<file path="config.mk">
export PLATFORM = sky130hd
export DESIGN_NAME = asu_core
export DESIGN_NICKNAME = d
export VERILOG_FILES = /design/src/asu_pkg.sv /design/src/asu_framer.sv /design/src/asu_core.sv
export VERILOG_INCLUDE_DIRS = /design/src
export SDC_FILE = /design/constraint.sdc
export NUM_CORES = 1
export LEC_CHECK = 0
export BUFFER_PORTS_ARGS = -buffer_cell sky130_fd_sc_hd__buf_2
export CAP_MARGIN = 25
export CORE_MARGIN = 10
export CORE_UTILIZATION = 30
export CTS_BUF_LIST = sky130_fd_sc_hd__clkbuf_16
export DETAILED_ROUTE_END_ITERATION = 12
export GPL_TIMING_DRIVEN = 0
export PLACE_DENSITY = 0.57
export RECOVER_POWER = 100
export SLEW_MARGIN = 25
export SYNTH_ARGS = -nofsm -noshare
export SYNTH_HDL_FRONTEND = slang
export SYNTH_SLANG_ARGS = --single-unit
</file>
<file path="constraint.sdc">
create_clock -name clock -period 2.6 [get_ports clock]
set_clock_uncertainty 0.1 [all_clocks]
set_input_delay 0.13 -clock clock [delete_from_list [all_inputs] [get_ports clock]]
set_output_delay 0.13 -clock clock [all_outputs]
set_load 0.02 [all_outputs]
</file>
<file path="src/asu_consts.svh">
// Constants for the asynchronous serial unit core
`ifndef ASU_CONSTS_SVH
`define ASU_CONSTS_SVH
`define ASU_MODE_OFFSET   16'hff50
`define ASU_CTRL_OFFSET   16'hff58
`define ASU_TXB_OFFSET    16'hff55
`define ASU_RXB_OFFSET    16'hff53
`define ASU_ERR_OFFSET    16'hff52
`define ASU_TSTAT_OFFSET  16'hff56
`define ASU_DIV_OFFSET    16'hff57
`define ASU_PORT1_OFFSET  16'hff21
`define ASU_MODE_RESET    8'h01
`define ASU_CTRL_RESET    8'h16
`define ASU_PORT1_RESET   8'hff
`define ASU_DIV_RESET     8'hff
`define ASU_DIV_MIN       8'h04
`define ASU_BIT_POWER     7
`define ASU_BIT_TXE       6
`define ASU_BIT_RXE       5
`define ASU_BIT_PSH       4
`define ASU_BIT_PSL       3
`define ASU_BIT_CL        2
`define ASU_BIT_SL        1
`define ASU_BIT_DIR       1
`define ASU_BIT_INV       0
`define ASU_BIT_TXPIN     3
`define ASU_BIT_RXPIN     4
`define ASU_BIT_PERR      2
`define ASU_BIT_FERR      1
`define ASU_BIT_OERR      0
`define ASU_CTRL_RW_MASK  8'h3f
`define ASU_OS            4'hf
`define ASU_OS_HALF       4'h7
`endif

</file>
<file path="src/asu_pkg.sv">
// Types for the asynchronous serial unit core
package asu_pkg;
    typedef enum logic [4:0] {
        ASU_IDLE  = 5'b00001,
        ASU_START = 5'b00010,
        ASU_DATA  = 5'b00100,
        ASU_PAR   = 5'b01000,
        ASU_STOP  = 5'b10000
    } asu_state_e;
    typedef logic [7:0] asu_byte_t;
endpackage

</file>
<file path="src/asu_framer.sv">
// Frame shifter shared by transmit and receive directions
`timescale 1ns/100ps
`include "asu_consts.svh"
module asu_framer (
    input  wire logic              clock,
    input  wire logic              clr,
    input  wire logic              tick,
    input  wire logic              is_rx,
    input  wire logic              go,
    input  wire asu_pkg::asu_byte_t din,
    input  wire logic              line_in,
    input  wire logic              len7,
    input  wire logic              lsb_first,
    input  wire logic [1:0]        par_mode,
    input  wire logic              stop2,
    output logic                   busy,
    output logic                   line_out,
    output logic                   done,
    output asu_pkg::asu_byte_t     dout,
    output logic                   par_err,
    output logic                   frm_err
);
    import asu_pkg::*;
    asu_state_e state_q;
    logic [3:0] os_q;
    logic [2:0] idx_q;
    logic       stop_q;
    logic [7:0] sh_q;
    logic       ones_q;
    wire        adv      = tick && (os_q == `ASU_OS);
    wire        mid      = tick && (os_q == `ASU_OS_HALF);
    wire [2:0]  last_idx = len7 ? 3'd6 : 3'd7;
    wire [2:0]  pos      = lsb_first ? idx_q : (last_idx - idx_q);
    wire        has_par  = (par_mode != 2'b00);
    wire        odd_par  = (par_mode == 2'b10);
    wire        zero_par = (par_mode == 2'b11);

    wire        tx_par   = zero_par ? 1'b0 : (ones_q ^ odd_par);
    wire        par_bad  = has_par && !zero_par && ((ones_q ^ line_in) != odd_par);
    assign busy = (state_q != ASU_IDLE);
    always_ff @(posedge clock) begin
        done <= 1'b0;
        if (clr) begin
            state_q  <= ASU_IDLE;
            os_q     <= 4'h0;
            idx_q    <= 3'd0;
            stop_q   <= 1'b0;
            sh_q     <= 8'h00;
            ones_q   <= 1'b0;
            line_out <= 1'b1;
            dout     <= 8'h00;
            par_err  <= 1'b0;
            frm_err  <= 1'b0;
        end else begin
            if (tick)
                os_q <= os_q + 4'h1;
            unique case (state_q)
                ASU_IDLE: begin
                    line_out <= 1'b1;
                    if (!is_rx && go) begin
                        sh_q     <= din;
                        ones_q   <= 1'b0;
                        idx_q    <= 3'd0;
                        os_q     <= 4'h0;
                        line_out <= 1'b0;
                        state_q  <= ASU_START;
                    end else if (is_rx && !line_in) begin
                        os_q    <= 4'h0;
                        ones_q  <= 1'b0;
                        idx_q   <= 3'd0;
                        // Stale parity flag would leak into a frame without parity
                        par_err <= 1'b0;
                        state_q <= ASU_START;
                    end
                end
                ASU_START: begin
                    if (is_rx && mid && line_in)
                        state_q <= ASU_IDLE;
                    else if (adv) begin
                        idx_q    <= 3'd0;
                        line_out <= sh_q[pos];
                        state_q  <= ASU_DATA;
                    end
                end
                ASU_DATA: begin
                    if (is_rx && mid) begin
                        sh_q[pos] <= line_in;
                        ones_q    <= ones_q ^ line_in;
                    end
                    if (adv) begin
                        if (!is_rx)
                            ones_q <= ones_q ^ sh_q[pos];
                        idx_q <= idx_q + 3'd1;
                        if (idx_q == last_idx) begin
                            stop_q   <= 1'b0;
                            line_out <= has_par ? (ones_q ^ sh_q[pos] ^ odd_par) & !zero_par
                                                : 1'b1;
                            state_q  <= has_par ? ASU_PAR : ASU_STOP;
                        end else
                            line_out <= sh_q[lsb_first ? idx_q + 3'd1 : last_idx - idx_q - 3'd1];
                    end
                end
                ASU_PAR: begin
                    if (is_rx && mid)
                        par_err <= par_bad;
                    if (!is_rx && adv)
                        line_out <= 1'b1;
                    else if (!is_rx)
                        line_out <= tx_par;
                    if (adv)
                        state_q <= ASU_STOP;
                end
                ASU_STOP: begin
                    line_out <= 1'b1;
                    if (is_rx && mid) begin
                        frm_err <= !line_in;
                        dout    <= len7 ? {1'b0, sh_q[6:0]} : sh_q;
                        done    <= 1'b1;
                        state_q <= ASU_IDLE;
                    end else if (!is_rx && adv) begin
                        stop_q <= 1'b1;
                        if (!stop2 || stop_q) begin
                            done    <= 1'b1;
                            state_q <= ASU_IDLE;
                        end
                    end
                end
                default: state_q <= ASU_IDLE;
            endcase
        end
    end
endmodule

</file>
<file path="src/asu_core.sv">
// Asynchronous serial unit core: registers, pin muxing, transmit and receive
// Functional notes
// Power, transmit and receive enables all zero stop the unit; pins become ports.
// Reset loads mode control with 01h.
// Power zero holds internal clock low and resets circuitry.
// Transmit enable zero holds transmitter in synchronous reset.
// Receive enable zero holds receiver in synchronous reset.
// Power cleared mid-transmission: transmit pin high, receive input forced high; the transmit pin follows tx_pin_latch instead.
// Power zero resets error status, transmit status, break flags, receive buffer.
// Software clears enables before power; sets power before enables.
// One byte per frame; transmit and receive run concurrently.
// Software sets clock, divisor, format, order/inversion, power, enables in order.
// Writing the transmit buffer while enabled starts a frame.
// Each pin is serial only when power and its enable are set.
// Frame: start, 7 or 8 data bits, optional parity, 1 or 2 stops.
// Length, parity and stop count come from mode control fields.
// Order bit selects LSB or MSB first.
// Inversion bit selects normal or inverted transmit waveform.
// Direction bit zero makes output; transmit needs latch one, receive input.
// Line idles high; start low, stop high; inverted when selected.
// Even parity makes ones even; odd count on receive is error.
// Odd parity makes ones odd; even count on receive is error.
// Zero parity sends zero, never errors; no parity sends none.
// Inversion bit one inverts transmit output, zero leaves it.
`timescale 1ns/100ps
`include "asu_consts.svh"
module asu_core (
    input  wire logic               clock,
    input  wire logic               rst,
    input  wire logic               reg_wr,
    input  wire logic               reg_rd,
    input  wire logic [15:0]        reg_addr,
    input  wire asu_pkg::asu_byte_t reg_wdata,
    output asu_pkg::asu_byte_t      reg_rdata,
    input  wire logic               tx_pin_latch,
    input  wire logic               rx_pin_latch,
    input  wire logic               serial_in_pin,
    output logic                    serial_out_pin,
    output logic                    serial_out_oe,
    output logic                    rx_pin_oe,
    output logic                    rx_pin_out,
    output logic                    tx_done_pulse,
    output logic                    rx_done_pulse
);
    import asu_pkg::*;
    asu_byte_t mode_q, ctrl_q, port1_q, div_q, txb_q, rxb_q, err_q;
    logic      txbf_q;
    logic [7:0] bcnt_q;
    logic      tick_q;
    wire power   = mode_q[`ASU_BIT_POWER];
    wire tx_on   = power && mode_q[`ASU_BIT_TXE];
    wire rx_on   = power && mode_q[`ASU_BIT_RXE];
    wire invert  = ctrl_q[`ASU_BIT_INV];
    wire wr_mode = reg_wr && (reg_addr == `ASU_MODE_OFFSET);
    wire wr_ctrl = reg_wr && (reg_addr == `ASU_CTRL_OFFSET);
    wire wr_port = reg_wr && (reg_addr == `ASU_PORT1_OFFSET);
    wire wr_div  = reg_wr && (reg_addr == `ASU_DIV_OFFSET);
    wire wr_txb  = reg_wr && (reg_addr == `ASU_TXB_OFFSET) && tx_on && !txbf_q;
    wire rd_rxb  = reg_rd && (reg_addr == `ASU_RXB_OFFSET);
    wire rd_err  = reg_rd && (reg_addr == `ASU_ERR_OFFSET);
    // Gated operation clock modelled as a tick that stays low while unpowered
    wire op_tick = power && tick_q;
    wire tx_busy, tx_line, tx_done, rx_done, rx_perr, rx_ferr;
    asu_byte_t rx_data;
    // receive input forced high when unpowered or unselected
    wire rx_line = rx_on ? serial_in_pin : 1'b1;
    wire tx_start = txbf_q && !tx_busy;
    wire [1:0] par_mode = {mode_q[`ASU_BIT_PSH], mode_q[`ASU_BIT_PSL]};
    // Divider gives 16 ticks per bit; divisor below the minimum clamps to it
    wire [7:0] div_lim = (div_q < `ASU_DIV_MIN) ? `ASU_DIV_MIN : div_q;
    always_ff @(posedge clock) begin
        if (rst || !power) begin
            bcnt_q <= 8'h00;
            tick_q <= 1'b0;
        end else begin
            tick_q <= (bcnt_q == div_lim - 8'h01);
            bcnt_q <= (bcnt_q == div_lim - 8'h01) ? 8'h00 : bcnt_q + 8'h01;
        end
    end
    always_ff @(posedge clock) begin
        if (rst) begin
            mode_q  <= `ASU_MODE_RESET;
            ctrl_q  <= `ASU_CTRL_RESET;
            port1_q <= `ASU_PORT1_RESET;
            div_q   <= `ASU_DIV_RESET;
        end else begin
            if (wr_mode)
                mode_q <= reg_wdata;
            if (wr_ctrl)
                ctrl_q <= reg_wdata & `ASU_CTRL_RW_MASK;
            if (wr_port)
                port1_q <= reg_wdata;
            if (wr_div)
                div_q <= reg_wdata;
        end
    end
    // Buffers and status; unpowered state clears them all
    always_ff @(posedge clock) begin
        if (rst || !power) begin
            txb_q  <= 8'h00;
            txbf_q <= 1'b0;
            rxb_q  <= 8'h00;
            err_q  <= 8'h00;
        end else begin
            if (!tx_on)
                txbf_q <= 1'b0;
            else if (wr_txb) begin
                txb_q  <= reg_wdata;
                txbf_q <= 1'b1;
            end else if (tx_start)
                txbf_q <= 1'b0;
            // Buffer and errors survive a receive disable; power-off clears both, an error register read clears the errors
            if (rx_done) begin
                rxb_q <= rx_data;
                // Set wins over a read-clear landing in the same cycle
                err_q <= {5'h00, rx_perr, rx_ferr, 1'b0} | (rd_err ? 8'h00 : err_q);
            end else if (rd_err)
                err_q <= 8'h00;
        end
    end
    asu_framer u_tx (
        .clock     (clock),
        .clr       (rst || !tx_on),
        .tick      (op_tick),
        .is_rx     (1'b0),
        .go        (tx_start),
        .din       (txb_q),
        .line_in   (1'b1),
        .len7      (!mode_q[`ASU_BIT_CL]),
        .lsb_first (ctrl_q[`ASU_BIT_DIR]),
        .par_mode  (par_mode),
        .stop2     (mode_q[`ASU_BIT_SL]),
        .busy      (tx_busy),
        .line_out  (tx_line),
        .done      (tx_done),
        .dout      (),
        .par_err   (),
        .frm_err   ()
    );
    asu_framer u_rx (
        .clock     (clock),
        .clr       (rst || !rx_on),
        .tick      (op_tick),
        .is_rx     (1'b1),
        .go        (1'b0),
        .din       (8'h00),
        .line_in   (rx_line),
        .len7      (!mode_q[`ASU_BIT_CL]),
        .lsb_first (ctrl_q[`ASU_BIT_DIR]),
        .par_mode  (par_mode),
        .stop2     (mode_q[`ASU_BIT_SL]),
        .busy      (),
        .line_out  (),
        .done      (rx_done),
        .dout      (rx_data),
        .par_err   (rx_perr),
        .frm_err   (rx_ferr)
    );
    // serial function or plain port pin
    wire tx_port_mode = !port1_q[`ASU_BIT_TXPIN];
    assign serial_out_pin = tx_on ? (tx_line ^ invert) : tx_pin_latch;
    assign serial_out_oe  = tx_port_mode;
    assign rx_pin_oe      = !port1_q[`ASU_BIT_RXPIN];
    assign rx_pin_out     = rx_pin_latch;
    assign tx_done_pulse  = tx_done;
    assign rx_done_pulse  = rx_done;
    wire [7:0] tstat = {6'h00, txbf_q, tx_busy || txbf_q};
    wire [7:0] rd_mux =
        (reg_addr == `ASU_MODE_OFFSET)  ? mode_q :
        (reg_addr == `ASU_CTRL_OFFSET)  ? ctrl_q :
        (reg_addr == `ASU_PORT1_OFFSET) ? port1_q :
        (reg_addr == `ASU_DIV_OFFSET)   ? div_q :
        (reg_addr == `ASU_TXB_OFFSET)   ? txb_q :
        (reg_addr == `ASU_RXB_OFFSET)   ? rxb_q :
        (reg_addr == `ASU_ERR_OFFSET)   ? err_q :
        (reg_addr == `ASU_TSTAT_OFFSET) ? tstat : 8'h00;
    always_ff @(posedge clock) begin
        if (rst)
            reg_rdata <= 8'h00;
        else if (reg_rd)
            reg_rdata <= rd_mux;
    end
endmodule

</file>
==> impl_metrics.json <==
{
  "yosysWarnings": 0,
  "worstHoldEndpoint": "reg_rdata[1]",
  "io_buffers": 39,
  "power.density_mw_per_mm2": 555,
  "ant_nets": 0,
  "h-tree-depth": 4,
  "grt_pass1_wl_mm": 28.7,
  "start_util_pct": 30.7,
  "worst_hold_path_type": "in2reg",
  "avgSynthCellArea_um2": 8.43,
  "num_io_pins": 45,
  "ys_dominant_reg_cell": "dfxtp_1",
  "max_cap_viol_count": 0,
  "drive_gt1_share_pct": 12.5,
  "grt_max_degree": 17,
  "r2r_end": "u_tx.line_out",
  "leakagePower_nw": 2.59,
  "r2r-start": "mode_q[2]",
  "hp-start": "reg_rd",
  "fin_nets": 863,
  "slew_headroom_pct": 36.0,
  "dp_hpwl_mm": 13.1,
  "fp.dieW_um": 165,
  "fin_crit_sh_pct": 102,
  "cts_max_path_buffers": 2,
  "wire_per_inst_um": 16.2,
  "place_inst": 1054,
  "fp.dieH_um": 165,
  "critPathLaunchType": "flop",
  "drc": 0,
  "critPathCaptureType": "flop",
  "grt_setup_unrepaired": "yes",
  "coreArea_mm2": 0.0204,
  "dr.first_iter.drc_count": 333,
  "async_flop_share_pct": 0,
  "wl_mm": 17.8,
  "synth_edf_count": 0,
  "syn-num-nets": 790,
  "synth_cells": 745,
  "cp.required_ns": 2.79,
  "antenna_found_initial": 0,
  "overflow": 0,
  "status": "complete, but fails checks",
  "grt_use_total_pct": 13.3,
  "gp_congestion": 0.836,
  "violations": "negative setup slack",
  "synth-seq-area-share_pct": 38.9,
  "via_per_inst": 5.14,
  "cts_buffers": 17,
  "area_growth_pct": 19.5,
  "synth_area_mm2": 0.00628,
  "setup_slack_ns": -0.0445,
  "vias": 5664,
  "cts_tree": "done",
  "ir_worst_vdd_uv": 405,
  "ys_seq_elements": 122,
  "hold_violations": 0,
  "cts_root_buffer": "clkbuf_16",
  "path_max_fanout": 4,
  "clock_latency_ns": 0.42,
  "grt_pass1_vias": 5344,
  "clk_pin_slew_worst_paths_ns": 0.06,
  "finalCriticalPeriod_ns": 2.64,
  "worst_slew_pin_slew_ns": 0.953,
  "drtPass1Iterations": 5,
  "finalMaxSlewViolations": 0,
  "yosysUniqueCellTypes": 78,
  "reg2reg_depth": 13,
  "worst-r2r-setup-slack_ns": -0.04,
  "fmax_mhz": 378,
  "placementRows": 52,
  "nFillCells": 2131,
  "finalNonFillerCells": 1101,
  "setup_viol": 1,
  "critical_path_arrival_ns": 2.84,
  "clock_sinks": 122,
  "hold_depth": 3,
  "crit_type": "reg2reg",
  "n_antenna_cell": 0,
  "power.total_mw": 4.16,
  "die-area_mm2": 0.0271,
  "whs_ns": 0.0461
}
==> sequential cells by signal, indices dropped and copies added, names as in the netlist, 6 cells and up <==
name       cells
bcnt_q         8
div_q          8
mode_q         8
port1_q        8
reg_rdata      8
rxb_q          8
txb_q          8
u_rx.dout      8
u_rx.sh_q      8
u_tx.sh_q      8
ctrl_q         6
==> layout by cell type (no fill, tap or decap), drive strengths merged, types with 3 or more instances in the layout <==
cell type    instances
clkinv               6
and2                 8
dlygate4sd3          8
or4                  3
nand3               29
buf                 41
o21ai               24
nor2b               10
a22oi                7
dfxtp              122
a222oi               3
o211ai               6
a21oi               51
nand2               92
clkbuf              62
or3                  5
a31oi                5
nor3                14
a221oi               6
inv                 19
and3                 7
nand3b              12
a21o                 3
nand2b              14
xor2                19
nor4                 6
or4b                 4
mux2i               49
mux2                 3
a311oi              16
nor2               103
clkinvlp             4
nand4                5
ha                  14
xnor2               14
o22ai                5
a211o                3
==> worst max path at each step <==
stage | start | slack [ns] | to | depth (start not counted)
global route | mode_q[2] | -0.16 | u_tx.line_out | 13
finish | mode_q[2] | -0.04 | u_tx.line_out | 13
floorplan | mode_q[2] | 0.01 | u_tx.line_out | 12
global placement | mode_q[2] | -0.23 | u_tx.line_out | 12
detailed placement | mode_q[2] | -0.27 | u_tx.line_out | 12
CTS | mode_q[2] | -0.09 | u_tx.line_out | 13
==> per-stage QoR <==
stage / utilization, % / setup TNS (ns) / area, µm² / worst slack [ns]
finish: 36.7 / -0.0445 / 7500 / -0.0445
global route: 36.7 / -1.27 / 7500 / -0.161
CTS: 36.9 / -0.0880 / 7540 / -0.0880
detailed placement: 33.5 / -0.827 / 6850 / -0.268
global placement: 33.5 / -0.501 / 6850 / -0.227
floorplan: - / 0 / 6320 / 0.0109
==> power by group <==
| part | switching, mW | internal, mW | total, mW |
|---|---|---|---|
| clock network | 0.937 | 1.23 | 2.17 |
| registers | 0.00330 | 1.87 | 1.88 |
| logic | 0.0739 | 0.0420 | 0.116 |
==> Yosys cell counts (14+ instances only) <==
cell type  instances  area, µm²
xor2_1            19        166
clkbuf_1          22       82.6
nor2_1           102        383
xnor2_1           14        123
nand2_1           91        342
a311oi_1          16        140
ha_1              14        175
o21ai_0           22        110
nand3_1           28        140
a21oi_1           51        255
mux2i_1           49        490
nand2b_1          14       87.6
dfxtp_1          122       2440
==> area by class of cell <==
type / count / area, µm² / share of cell area [%]
clock inverter: 15 / 119 / 1.58
sequential: 122 / 2440 / 32.6
tap: 270 / 338 / 4.50
multi-input combinational: 569 / 3640 / 48.5
clock buffer: 17 / 425 / 5.67
buffer: 40 / 171 / 2.28
timing repair buffer: 54 / 314 / 4.19
inverter: 14 / 55.1 / 0.734
==> timing repair <==
action	in CTS	in global routing
resized for setup	7	4
pin swaps	8	10
hold buffers	8	0
endpoints found under the setup margin	8	12
hold endpoints to repair	38	0
buffers inserted	4	3
==> routing by layer <==
metal / vias up / GRT usage, % / share of wire, %
met1: 2677 / 17.8 / 48
met5: - / 0 / 0
met2: 144 / 20.9 / 45
met3: 24 / 3.11 / 5.7
met4: 0 / 3.99 / 1.6
li1: 2819 / - / -
==> logic make-up (layout without fill, tap and decap cells) <==
family	count (synthesis)	in the layout	synth area share (%)
flip-flops	122	122	38.9
adder cells (fa/ha/maj)	14	14	2.79
XOR/XNOR	33	33	4.60
buffers and inverters	54	140	3.85
AND/OR/NAND/NOR	319	319	25.6
AO/OA/AOI/OAI	151	151	15.9
multiplexers	52	52	8.35
==> worst max-delay path, cell delays in order, from the launching register on <==
cell      delay, ns
dfxtp_2        0.35
inv_4          0.06
ha_4           0.16
ha_4           0.22
ha_4           0.15
xor2_1         0.16
o21ai_2        0.16
xnor2_2        0.14
buf_6          0.14
mux2i_1        0.18
mux2i_1        0.09
mux2_4         0.29
a311oi_2       0.23
o211ai_1       0.11
(Power assumes the default switching activity.)
